## src/logic/cts_params.svh

```systemverilog
// Purpose: Constants for the current-transformer wiring supervision block
// Assumes: APB byte addresses, 32-bit data, currents in 0.01 x In units
// Notes: Ratios in 0.01 % units, alarm delay in 5 ms steps
`ifndef CTS_PARAMS_SVH
`define CTS_PARAMS_SVH

`define CTS_PCLK_NS 4
`define CTS_STEP_TIME_NS 5000000
`define CTS_PCT_FULL 16'h2710
`define CTS_LOG_DEPTH 12
`define CTS_LOG_LAST 4'hB

`define CTS_A_CTRL 8'h00
`define CTS_A_UPPER 8'h04
`define CTS_A_LOWER 8'h08
`define CTS_A_IMBAL 8'h0C
`define CTS_A_SEQ 8'h10
`define CTS_A_RESLIM 8'h14
`define CTS_A_DELAY 8'h18
`define CTS_A_EVSEL 8'h1C
`define CTS_A_STATE 8'h20
`define CTS_A_TTA 8'h24
`define CTS_A_COUNTS 8'h28
`define CTS_A_IRQ_STAT 8'h2C
`define CTS_A_IRQ_MASK 8'h30
`define CTS_A_LOG_SEL 8'h34
`define CTS_A_LOG_BASE 8'h40
`define CTS_A_LOG_END 8'h58

`define CTS_B_RES_SEL 1
`define CTS_B_CNT_CLR 2

`define CTS_R_UPPER 16'h0078
`define CTS_R_LOWER 16'h000A
`define CTS_R_IMBAL 16'h03E8
`define CTS_R_SEQ 16'h1324
`define CTS_R_RESLIM 16'h000A
`define CTS_R_DELAY 19'h00064
`define CTS_R_EVSEL 4'hF

`endif

```

## src/logic/cts_pkg.sv

```systemverilog
// Purpose: Types for the current-transformer wiring supervision block
// Assumes: Currents are 16-bit magnitudes in 0.01 x In units
// Notes: Log record is packed to exactly seven 32-bit words
package cts_pkg;

  typedef struct packed {
    logic [15:0] il1;
    logic [15:0] il2;
    logic [15:0] il3;
    logic [15:0] i0_meas;
    logic [15:0] i0_diff;
    logic [15:0] i_pos;
    logic [15:0] i_neg;
  } meas_t;

  typedef struct packed {
    logic block_off;
    logic block_on;
    logic alarm_off;
    logic alarm_on;
  } evt_t;

  typedef struct packed {
    logic [33:0] pad;
    logic [47:0] stamp_ms;
    logic [1:0] event_code;
    logic [2:0] group;
    logic [5:0] fault_code;
    logic [18:0] time_to_alarm;
    meas_t currents;
  } log_rec_t;

  typedef enum logic [1:0] {
    EV_ALARM_ON,
    EV_BLOCK_ON,
    EV_ALARM_OFF,
    EV_BLOCK_OFF
  } event_code_t;

  typedef enum {
    ST_IDLE,
    ST_TIMING,
    ST_ALARM,
    ST_BLOCKED
  } sup_state_t;

endpackage

```

## src/logic/ct_wiring_supervision.sv

```systemverilog
// Purpose: Current-transformer wiring supervision with alarm timer, events and log
// Assumes: Measurements valid when cycle_start pulses; APB slave, zero wait states
// Notes: Alarm delay counted in 5 ms steps of pclk
//
// Design decisions made here: the address map and the APB register port.
`timescale 1ns/1ns
`include "cts_params.svh"

module ct_wiring_supervision #(
  parameter int STEP_CYCLES = `CTS_STEP_TIME_NS / `CTS_PCLK_NS
) (
  input wire logic pclk,
  input wire logic presetn,
  input wire logic clk_en,
  input wire logic psel,
  input wire logic penable,
  input wire logic pwrite,
  input wire logic [7:0] paddr,
  input wire logic [31:0] pwdata,
  output logic [31:0] prdata,
  output logic pready,
  output logic pslverr,
  input wire logic cycle_start,
  input wire cts_pkg::meas_t meas,
  input wire logic block_in,
  input wire logic [47:0] now_ms,
  input wire logic [2:0] setting_group,
  output logic alarm,
  output logic blocked,
  output logic event_valid,
  output cts_pkg::evt_t event_flags,
  output logic [47:0] event_stamp_ms,
  output logic irq
);

  // ------------------------------------------------------------
  // Arithmetic helpers
  // ------------------------------------------------------------
  function automatic logic [31:0] scale(input logic [15:0] v, input logic [15:0] k);
    scale = {16'h0000, v} * {16'h0000, k};
  endfunction

  function automatic logic [15:0] max3(input logic [15:0] a, b, c);
    logic [15:0] m;
    m = (a > b) ? a : b;
    max3 = (m > c) ? m : c;
  endfunction

  function automatic logic [15:0] min3(input logic [15:0] a, b, c);
    logic [15:0] m;
    m = (a < b) ? a : b;
    min3 = (m < c) ? m : c;
  endfunction

  // ------------------------------------------------------------
  // Registers and state
  // ------------------------------------------------------------
  logic res_sel;
  logic [15:0] upper_phase_limit;
  logic [15:0] lower_phase_limit;
  logic [15:0] imbalance_limit;
  logic [15:0] sequence_ratio_limit;
  logic [15:0] residual_limit;
  logic [18:0] alarm_delay;
  cts_pkg::evt_t ev_select;
  cts_pkg::evt_t irq_status;
  cts_pkg::evt_t irq_mask;
  logic [3:0] log_sel;
  logic [3:0] log_wr;
  logic [3:0] log_fill;
  logic [15:0] alarm_count;
  logic [15:0] block_count;
  cts_pkg::sup_state_t state;
  cts_pkg::sup_state_t next_state;
  cts_pkg::meas_t held;
  logic [5:0] held_fault;
  logic blk_sampled;
  logic [31:0] presc;
  logic [18:0] steps;
  cts_pkg::log_rec_t log_mem [0:`CTS_LOG_DEPTH-1];

  // ------------------------------------------------------------
  // APB decode
  // ------------------------------------------------------------
  wire acc = psel & penable & clk_en;
  wire wr = acc & pwrite;
  wire w_ctrl = wr & (paddr == `CTS_A_CTRL);
  wire w_upper = wr & (paddr == `CTS_A_UPPER);
  wire w_lower = wr & (paddr == `CTS_A_LOWER);
  wire w_imbal = wr & (paddr == `CTS_A_IMBAL);
  wire w_seq = wr & (paddr == `CTS_A_SEQ);
  wire w_reslim = wr & (paddr == `CTS_A_RESLIM);
  wire w_delay = wr & (paddr == `CTS_A_DELAY);
  wire w_evsel = wr & (paddr == `CTS_A_EVSEL);
  wire w_istat = wr & (paddr == `CTS_A_IRQ_STAT);
  wire w_imask = wr & (paddr == `CTS_A_IRQ_MASK);
  wire w_logsel = wr & (paddr == `CTS_A_LOG_SEL);
  wire cnt_clr = w_ctrl & pwdata[`CTS_B_CNT_CLR];
  wire log_hit = (paddr >= `CTS_A_LOG_BASE) && (paddr <= `CTS_A_LOG_END)
    && (paddr[1:0] == 2'b00);
  wire [7:0] log_off = paddr - `CTS_A_LOG_BASE;
  wire [2:0] log_word = log_off[4:2];
  wire [223:0] log_flat = log_mem[log_sel];
  wire log_sel_ok = log_sel <= `CTS_LOG_LAST;

  // ------------------------------------------------------------
  // Pick-up conditions
  // ------------------------------------------------------------
  wire [15:0] i_max = max3(meas.il1, meas.il2, meas.il3);
  wire [15:0] i_min = min3(meas.il1, meas.il2, meas.il3);
  wire high_ok = i_max <= upper_phase_limit;
  // at least one phase at or above lower limit
  wire low_ok = i_max >= lower_phase_limit;
  wire imbal_ok = scale(i_min, `CTS_PCT_FULL) <= scale(i_max, imbalance_limit);
  wire seq_ok = scale(meas.i_neg, `CTS_PCT_FULL) >= scale(meas.i_pos, sequence_ratio_limit);
  wire res_ok = !res_sel
    || ((meas.i0_diff != 16'h0000) && (meas.i0_diff >= residual_limit));
  wire pickup = high_ok & low_ok & imbal_ok & seq_ok & res_ok;
  wire [5:0] fault_now = {block_in, res_ok, seq_ok, imbal_ok, low_ok, high_ok};

  // ------------------------------------------------------------
  // Supervision state machine
  // ------------------------------------------------------------
  // step timer expiry
  wire step_wrap = presc == 32'(STEP_CYCLES - 1);
  wire expired = steps >= alarm_delay;

  always_comb begin
    next_state = state;
    if (cycle_start) begin
      if (!pickup) begin
        next_state = cts_pkg::ST_IDLE;
      end else if (block_in) begin
        next_state = cts_pkg::ST_BLOCKED;
      end else if (state == cts_pkg::ST_IDLE || state == cts_pkg::ST_BLOCKED) begin
        next_state = cts_pkg::ST_TIMING;
      end
    end else if (state == cts_pkg::ST_TIMING && expired) begin
      next_state = cts_pkg::ST_ALARM;
    end
  end

  wire was_alarm = state == cts_pkg::ST_ALARM;
  wire is_alarm = next_state == cts_pkg::ST_ALARM;
  wire was_blk = state == cts_pkg::ST_BLOCKED;
  wire is_blk = next_state == cts_pkg::ST_BLOCKED;
  wire cts_pkg::evt_t ev_now = '{
    block_off: was_blk & !is_blk,
    block_on: !was_blk & is_blk,
    alarm_off: was_alarm & !is_alarm,
    alarm_on: !was_alarm & is_alarm
  };
  wire cts_pkg::evt_t ev_kept = ev_now & ev_select;
  wire log_now = ev_now.alarm_on | ev_now.block_on;
  wire [18:0] tta = expired ? 19'h00000 : alarm_delay - steps;

  always_ff @(posedge pclk or negedge presetn) begin
    if (!presetn) begin
      state <= cts_pkg::ST_IDLE;
    end else if (clk_en) begin
      state <= next_state;
    end
  end

  // Timer restarts on every entry to timing
  always_ff @(posedge pclk or negedge presetn) begin
    if (!presetn) begin
      presc <= 32'h0000_0000;
      steps <= 19'h00000;
    end else if (clk_en) begin
      if (next_state != cts_pkg::ST_TIMING || state != cts_pkg::ST_TIMING) begin
        presc <= 32'h0000_0000;
        steps <= 19'h00000;
      end else if (step_wrap) begin
        presc <= 32'h0000_0000;
        steps <= steps + 19'h00001;
      end else begin
        presc <= presc + 32'h0000_0001;
      end
    end
  end

  // Trigger currents held from last program cycle
  always_ff @(posedge pclk or negedge presetn) begin
    if (!presetn) begin
      held <= '0;
      held_fault <= 6'h00;
      blk_sampled <= 1'b0;
    end else if (clk_en && cycle_start) begin
      held <= meas;
      held_fault <= fault_now;
      blk_sampled <= block_in;
    end
  end

  // ------------------------------------------------------------
  // Outputs, events and counters
  // ------------------------------------------------------------
  always_ff @(posedge pclk or negedge presetn) begin
    if (!presetn) begin
      alarm <= 1'b0;
      blocked <= 1'b0;
      event_valid <= 1'b0;
      event_flags <= '0;
      event_stamp_ms <= 48'h0000_0000_0000;
    end else if (clk_en) begin
      alarm <= is_alarm;
      blocked <= is_blk;
      event_valid <= |ev_kept;
      event_flags <= ev_kept;
      if (|ev_kept) begin
        event_stamp_ms <= now_ms;
      end
    end
  end

  // Increment beats a same-cycle clear
  always_ff @(posedge pclk or negedge presetn) begin
    if (!presetn) begin
      alarm_count <= 16'h0000;
      block_count <= 16'h0000;
    end else if (clk_en) begin
      alarm_count <= (cnt_clr ? 16'h0000 : alarm_count) + {15'h0000, ev_now.alarm_on};
      block_count <= (cnt_clr ? 16'h0000 : block_count) + {15'h0000, ev_now.block_on};
    end
  end

  // ------------------------------------------------------------
  // Operation log
  // ------------------------------------------------------------
  // record contents
  wire cts_pkg::log_rec_t rec_now = '{
    pad: '0,
    stamp_ms: now_ms,
    event_code: ev_now.alarm_on ? cts_pkg::EV_ALARM_ON : cts_pkg::EV_BLOCK_ON,
    group: setting_group,
    fault_code: cycle_start ? fault_now : held_fault,
    time_to_alarm: tta,
    currents: cycle_start ? meas : held
  };

  // Memory has no reset; the fill count guards reads
  always_ff @(posedge pclk) begin
    if (clk_en && log_now) begin
      log_mem[log_wr] <= rec_now;
    end
  end

  always_ff @(posedge pclk or negedge presetn) begin
    if (!presetn) begin
      log_wr <= 4'h0;
      log_fill <= 4'h0;
    end else if (clk_en && log_now) begin
      log_wr <= (log_wr == `CTS_LOG_LAST) ? 4'h0 : log_wr + 4'h1;
      if (log_fill != `CTS_LOG_LAST + 4'h1) begin
        log_fill <= log_fill + 4'h1;
      end
    end
  end

  // ------------------------------------------------------------
  // Register writes and interrupt
  // ------------------------------------------------------------
  always_ff @(posedge pclk or negedge presetn) begin
    if (!presetn) begin
      res_sel <= 1'b0;
      upper_phase_limit <= `CTS_R_UPPER;
      lower_phase_limit <= `CTS_R_LOWER;
      imbalance_limit <= `CTS_R_IMBAL;
      sequence_ratio_limit <= `CTS_R_SEQ;
      residual_limit <= `CTS_R_RESLIM;
      alarm_delay <= `CTS_R_DELAY;
      ev_select <= `CTS_R_EVSEL;
      irq_mask <= '0;
      log_sel <= 4'h0;
    end else if (clk_en) begin
      if (w_ctrl) res_sel <= pwdata[`CTS_B_RES_SEL];
      if (w_upper) upper_phase_limit <= pwdata[15:0];
      if (w_lower) lower_phase_limit <= pwdata[15:0];
      if (w_imbal) imbalance_limit <= pwdata[15:0];
      if (w_seq) sequence_ratio_limit <= pwdata[15:0];
      if (w_reslim) residual_limit <= pwdata[15:0];
      if (w_delay) alarm_delay <= pwdata[18:0];
      if (w_evsel) ev_select <= pwdata[3:0];
      if (w_imask) irq_mask <= pwdata[3:0];
      if (w_logsel) log_sel <= pwdata[3:0];
    end
  end

  // Event set wins over write-one clear
  always_ff @(posedge pclk or negedge presetn) begin
    if (!presetn) begin
      irq_status <= '0;
    end else if (clk_en) begin
      irq_status <= (irq_status & ~(w_istat ? pwdata[3:0] : 4'h0)) | ev_now;
    end
  end

  assign irq = |(irq_status & irq_mask);

  // ------------------------------------------------------------
  // Read mux
  // ------------------------------------------------------------
  wire [31:0] state_word = {24'h000000, blk_sampled, held_fault[4:0],
    blocked, alarm};

  assign pready = clk_en;

  always_comb begin
    prdata = 32'h0000_0000;
    pslverr = 1'b0;
    unique case (paddr)
      `CTS_A_CTRL: prdata = {30'h0000_0000, res_sel, 1'b0};
      `CTS_A_UPPER: prdata = {16'h0000, upper_phase_limit};
      `CTS_A_LOWER: prdata = {16'h0000, lower_phase_limit};
      `CTS_A_IMBAL: prdata = {16'h0000, imbalance_limit};
      `CTS_A_SEQ: prdata = {16'h0000, sequence_ratio_limit};
      `CTS_A_RESLIM: prdata = {16'h0000, residual_limit};
      `CTS_A_DELAY: prdata = {13'h0000, alarm_delay};
      `CTS_A_EVSEL: prdata = {28'h000_0000, ev_select};
      `CTS_A_STATE: prdata = state_word;
      `CTS_A_TTA: prdata = {13'h0000, tta};
      `CTS_A_COUNTS: prdata = {block_count, alarm_count};
      `CTS_A_IRQ_STAT: prdata = {28'h000_0000, irq_status};
      `CTS_A_IRQ_MASK: prdata = {28'h000_0000, irq_mask};
      `CTS_A_LOG_SEL: prdata = {20'h00000, log_fill, log_wr, log_sel};
      default: begin
        if (log_hit) begin
          // Slots beyond the fill count read as zero
          prdata = (log_sel_ok && log_sel < log_fill) ? log_flat[log_word*32 +: 32]
            : 32'h0000_0000;
        end else begin
          pslverr = acc;
        end
      end
    endcase
  end

endmodule

```

## config.mk

```make
export PLATFORM = sky130hd
export DESIGN_NAME = ct_wiring_supervision
export DESIGN_NICKNAME = d
export VERILOG_FILES = /design/src/logic/cts_pkg.sv /design/src/logic/ct_wiring_supervision.sv
export VERILOG_INCLUDE_DIRS = /design/src /design/src/logic
export SDC_FILE = /design/constraint.sdc
export NUM_CORES = 2
export LEC_CHECK = 0
export ABC_AREA = 1
export BUFFER_PORTS_ARGS = -buffer_cell sky130_fd_sc_hd__buf_2
export CAP_MARGIN = 0
export CORE_ASPECT_RATIO = 1.2
export CORE_MARGIN = 5
export CORE_UTILIZATION = 60
export CTS_CLUSTER_SIZE = 10
export DETAILED_ROUTE_END_ITERATION = 16
export PLACE_DENSITY = 0.77
export SLEW_MARGIN = 20
export SYNTH_ARGS = -nofsm -noshare
export SYNTH_HDL_FRONTEND = slang
export SYNTH_SLANG_ARGS = --single-unit
```

## constraint.sdc

```tcl
create_clock -name pclk -period 24.3 [get_ports pclk]
set_clock_uncertainty 0.2 [all_clocks]
set_input_delay 1.215 -clock pclk [delete_from_list [all_inputs] [get_ports pclk]]
set_output_delay 1.215 -clock pclk [all_outputs]
set_load 0.005 [all_outputs]
```

Yosys cells after proc, flatten, opt, wreduce, memory -nomap -nowiden
Memories as Yosys holds them, arrays and structs flattened.
Cells that the tools add are included.
Storage, ports and cells
  memories kept: 1
  output and inout port bits: 90
  bits in writable memories: 2268
  flip-flop bits (word level): 413
  bits of input ports: 211
Memories
  log_mem: words 12, width 189, read ports 1, clocked after Yosys merged registers in 0, write ports 1, line ct_wiring_supervision.sv:80  | cts_pkg::log_rec_t log_mem [0:`CTS_LOG_DEPTH-1];
Cells by class
  eq/ne operators: 23
  order comparisons: 14
  multiply operators: 4
  mux-type cells: 28
  bitwise gates (word level): 29
  add/sub/neg operators: 8
  reductions and logical operators: 36
  shift-type cells: 1
Operators with widths (number)
  32-bit one-hot mux with 14 select lines: 1
  32-bit two-way mux: 9
  224-bit by 9-bit variable part select with 32-bit output: 1
  32-bit by 3-bit == test with 1-bit output (second input constant): 4
  112-bit two-way mux: 1
  16-bit two-way mux: 6
  16-bit by 16-bit multiplier with 32-bit output: 2
  32-bit by 2-bit != test with 1-bit output (second input constant): 2
  19-bit two-way mux: 3
  16-bit by 10-bit multiplier with 26-bit output (second input constant): 2
  8-bit by 6-bit == test with 1-bit output (second input constant): 6
  16-bit by 1-bit adder with 16-bit output: 2
  32-bit by 1-bit adder with 32-bit output (second input constant): 1
  32-bit by 2-bit == test with 1-bit output (second input constant): 1
  32-bit by 21-bit == test with 1-bit output (second input constant): 1
  8-bit by 5-bit == test with 1-bit output (second input constant): 4
  16-bit greater-or-equal comparator: 2
  30-bit by 32-bit greater-or-equal comparator with 1-bit output: 1
  16-bit > comparator: 2
  30-bit by 32-bit less-or-equal comparator with 1-bit output: 1
  32-bit logical NOT: 1
  16-bit < comparator: 2
  2-bit AND reduction: 13
  1-bit AND: 23
  30 further kinds: 52

Logic depth before layout (Yosys ltp)
  word-level depth: 17
  depth in mapped cells: 82

Worst setup path before layout
No wires, ideal clock.
  path type: in2reg
  from: input port meas[87] (netlist bit)
  to: memory log_mem[0][0] (netlist bit) (enable)
  data required time: 23.359 ns
  stages: 66
  data arrival time: 19.266 ns
  buffers on the path: 5
  library setup time: 0.741 ns
  path slack: 4.094 ns
  cells stage by stage: inv_1 -> ha_1 -> a21o_1 -> nor2_1 -> nand2_1 -> nand2_1 -> nand2_1 -> nand2_1 -> clkbuf_1 -> o21ai_0 -> ha_1 -> nand2_1 -> nor2_2 -> nand4_1 -> nor2_1 -> a21oi_4 -> inv_2 -> clkbuf_1 -> (+30 left out) -> nand3_1 -> nor4_1 -> nand2_1 -> nand3_4 -> buf_6 -> nand4_1 -> nand2_1 -> nand2_1 -> nor2_1 -> nand2_1 -> nor2_1 -> nand2_1 -> nor2_1 -> nand2_1 -> nand2_1 -> buf_2 -> nand2_1 -> nor2_1
Between the ends
  word-level cells in the longest chain between the ends: 17
Ends and longest elaborated chain
  from (decl): line ct_wiring_supervision.sv:24  | input wire cts_pkg::meas_t meas,
  16-bit < comparator / 16-bit > comparator (equally long branches): line ct_wiring_supervision.sv:51, ct_wiring_supervision.sv:45
  16-bit two-way mux (on tied branches): line ct_wiring_supervision.sv:51, ct_wiring_supervision.sv:45
  16-bit < comparator / 16-bit > comparator (equally long branches): line ct_wiring_supervision.sv:52, ct_wiring_supervision.sv:46
  16-bit two-way mux (on tied branches): line ct_wiring_supervision.sv:52, ct_wiring_supervision.sv:46
  16-bit by 10-bit multiplier with 26-bit output (tied with other cells): line ct_wiring_supervision.sv:40  | scale = {16'h0000, v} * {16'h0000, k};
  30-bit by 32-bit less-or-equal comparator with 1-bit output / 1-bit AND (equally long branches): line ct_wiring_supervision.sv:114, ct_wiring_supervision.sv:118
  1-bit AND (*) (3 in series): line ct_wiring_supervision.sv:118  | wire pickup = high_ok & low_ok & imbal_ok & seq_ok & res_ok;
  32-bit two-way mux (*): line ct_wiring_supervision.sv:131  | if (!pickup) begin
  32-bit two-way mux (*): line ct_wiring_supervision.sv:130  | if (cycle_start) begin
  32-bit by 3-bit == test with 1-bit output (on tied branches): line ct_wiring_supervision.sv:144, ct_wiring_supervision.sv:146
  1-bit AND (on tied branches): line ct_wiring_supervision.sv:151, ct_wiring_supervision.sv:149
  1-bit OR (*): line ct_wiring_supervision.sv:154  | wire log_now = ev_now.alarm_on | ev_now.block_on;
  1-bit logical AND (*): line ct_wiring_supervision.sv:244  | if (clk_en && log_now) begin
  1-bit two-way mux (*): line ct_wiring_supervision.sv:244
  1-bit two-way mux (not written as such) (*): line ct_wiring_supervision.sv:245  | log_mem[log_wr] <= rec_now;
  to (decl): line ct_wiring_supervision.sv:80
Every way passes the cells marked *; elsewhere a longest branch is shown, timed or not.

Final worst setup path
  from: input port meas[95] (netlist bit)
  to: memory log_mem[11][30] (netlist bit) (enable)
The elaborated chain is that of the path after synthesis.

==> results.ini <==
[setup_path]
crit_path_max_incr_delay_ns = 0.88
cp_slowest_cell = buf_4
arrival_ns = 17.77
timing.critical_path.mode_cell = nand2_1
crit_path_end_kind = register
critical_path_class = primary input to register
r2r_cells = 47
worst-r2r-setup-slack_ns = 11.44
required_ns = 24.64
r2r_start = sequence_ratio_limit[7]$_DFFE_PN0P_
worstPathMaxFanout = 137
startpoint_type = primary input
r2r-end = log_mem[11][30]$_DFFE_PP_

[logic_synthesis]
synthDistinctLibCells = 68
syn_avg_cell_area_um2 = 10.8
synth_fp_nets = 13600
synth.most_common_cell = edfxtp_1
synth_top_area_cell = edfxtp_1
synthesis.area_mm2 = 0.134
ys_seq_elements = 2680
async_flop_share = 0.154
synth_top_area_frac = 0.506
synth-edff-count = 2268
ys_warn_count = 0
synthSimpleGateAreaFrac = 0.114
synth_ff_type = edfxtp_1
muxShareOfSynthArea = 0.000251
synthTopCellsByArea = edfxtp_1 (51%), dfrtp_1 (7.2%), fa_1 (6.8%)
synth_fa_ha_area_frac = 0.118
yosysSeqAreaShare = 0.583
synth_cells = 12400
synth_compound_area_frac = 0.122
synth_top_family_by_area = compound AO/OA/AOI/OAI gates
synth_top_cells_by_count = edfxtp_1 (2268), nand2_1 (1916), o21ai_0 (1617)
synth_xor_area_frac = 0.00944

[sta]
totalNegativeSetupSlack_ns = 0
finalCriticalPeriod_ns = 17.43
slew_headroom = 0.197
finalCritPeriodShare = 0.717
slew_viol_final = 0
worst_pin_slew_ns = 1.20
setup_violations = 0
grt_setup_unrepaired = false
fmax_ghz = 0.0574
hold_viol_final = 0
worst_slack_ns = 6.87
hold_ws_ns = 0.266

[cts]
clockBufferDepth = 4
post_cts_resized = 0
cts.sinks = 2680
postCtsSetupRepairBufs = 0
clockRootBuffer = clkbuf_16
cts_buffers = 320
path_clk_slew_ns = 0.05
cts_tree = done
clock_latency_ns = 0.95
cts.hold.buffers_added = 1
htreeDepth = 5

[global_route]
grt_pass1_vias = 99400
met3_usage = 0.0856
grt_start_max_net_pins = 186
use_met1 = 0.440
grt_overflow = 0
gr-usage-met2 = 0.546
busiest_layer = met2
antenna_found_initial = 51
grt_pass1_wl_um = 611000
grt_usage = 0.349

[min_path]
whs_endpoint = event_stamp_ms[12]$_DFFE_PN0P_
worstHoldStart = event_stamp_ms[12]$_DFFE_PN0P_
hold_depth = 2
hp-class = register to register

[place]
dp_slack_ns = 6.24
hpwl_um = 262000
place.gp.congestion = 0.979
portBuffers = 287

[drt]
vias = 100000
first_pass_iters = 9
viasPerCell = 6.36
first_iter_violations = 13200
wl_um = 414000
drc_errors = 0
avgRoutedWirePerCell_um = 26.3
ant_nets = 0

[layout]
synthToLayoutAreaGrowth_pct = 10.1
nets = 13800
drive_gt1_frac = 0.0783

[die]
fp-row-count = 190
dieWidth_um = 442
start_util = 0.602
pin_count = 301
core_area_mm2 = 0.223
die_y_um = 529
dieArea_mm2 = 0.234

[power]
p_leak_uw = 0.0583
pwr_density_cell_mw_per_mm2 = 83.2
total_power_uw = 12300
ir_drop_mv = 0.198

[status]
outcome = finished, final reports clean

[run]
drv_cap = 0

layout make-up:
| type | instances | area [µm²] |
|---|---|---|
| antenna | 30 | 75.1 |
| clock buffer | 465 | 8720 |
| clock inverter | 11 | 91.3 |
| fill | 15900 | 75200 |
| inverter | 1185 | 4480 |
| multi-input combinational | 7857 | 49000 |
| sequential | 2680 | 78500 |
| tap | 2976 | 3720 |
| timing repair buffer | 526 | 3510 |
worst max-delay path by stage:
stage / start / end / slack (ns) / cells after the start
2_1_floorplan: meas[87] / log_mem[0][0]$_DFFE_PP_ / 4.09 / 66
3_3_place_gp: meas[95] / log_mem[4][74]$_DFFE_PP_ / 5.78 / 64
3_5_place_dp: meas[95] / log_mem[11][17]$_DFFE_PP_ / 6.24 / 64
4_1_cts: meas[95] / log_mem[10][101]$_DFFE_PP_ / 7.17 / 62
5_1_grt: meas[95] / log_mem[11][62]$_DFFE_PP_ / 5.88 / 64
6_report: meas[95] / log_mem[11][30]$_DFFE_PP_ / 6.87 / 64
metrics by stage:
stage,utilization,instances,cell area (µm²)
after detailed placement,0.623,15200,139000
final,0.663,15700,148000
after CTS,0.663,15700,148000
after global routing,0.663,15700,148000
after global placement,0.623,15200,139000
after floorplan,-,12400,134000
kinds of logic after synthesis:
| family | Yosys count |
|---|---|
| muxes | 3 |
| buffers and inverters | 1898 |
| DFF | 2680 |
| xor gates and xnor gates | 145 |
| and+or+nand+nor | 3859 |
| AOI/OAI and AO/OA | 2862 |
| adders and majority gates | 988 |
sequential cells by signal, indices dropped and copies added, names as in the netlist, 6 cells and up:
name,flops
lower_phase_limit,16
presc,32
state,32
alarm_count,16
held_fault,6
block_count,16
steps,19
residual_limit,16
held,112
alarm_delay,19
sequence_ratio_limit,16
event_stamp_ms,48
imbalance_limit,16
upper_phase_limit,16
log_mem,2268
power breakdown:
part / leakage, µW / internal [µW] / switching [µW]
Sequential: 0.0262 / 5180 / 49.3
Clock: 0.00425 / 2450 / 1730
Combinational: 0.0278 / 959 / 1940
Total: 0.0583 / 8590 / 3720
routing by layer:
metal	wire, µm	vias to the layer above
met2	190000	6497
met5	213	-
met1	143000	48900
met4	30400	32
met3	51400	1332
li1	-	43400
cell usage in the layout, fill, tap and decap left out, types with 15 or more instances in the layout:
cell type / netlist / final
o221ai_1: 139 / 139
nand3_1: 226 / 226
a311oi_1: 19 / 18
nor3_1: 62 / 62
diode_2: 0 / 30
dfrtp_1: 386 / 382
or2_2: 18 / 18
nor2_1: 1491 / 1465
clkbuf_16: 0 / 327
a211oi_1: 31 / 31
a221oi_1: 69 / 69
nand2_1: 1916 / 1915
buf_12: 0 / 19
nor2_4: 0 / 15
xor2_1: 86 / 86
a22o_1: 22 / 22
o21ai_0: 1617 / 1571
o211ai_1: 50 / 50
nor4_1: 22 / 22
a21o_1: 17 / 17
o22ai_1: 368 / 368
edfxtp_1: 2268 / 2268
a21oi_1: 389 / 388
clkbuf_1: 648 / 136
inv_1: 1161 / 1158
o21ai_1: 6 / 50
a31oi_1: 36 / 36
dfstp_2: 26 / 26
nand4_1: 83 / 83
buf_4: 1 / 215
fa_1: 459 / 459
ha_1: 529 / 529
xnor2_1: 59 / 59
buf_2: 20 / 285
o21bai_1: 16 / 16
worst max-delay path: cells and delay by family:
family,cells,cell delay [ns]
buf+inv,11,2.80
compound gates,9,2.21
fa+ha+maj,10,4.27
xor+xnor,1,0.15
simple gates,33,6.80
Note: power is estimated with default switching activity, not from simulation.
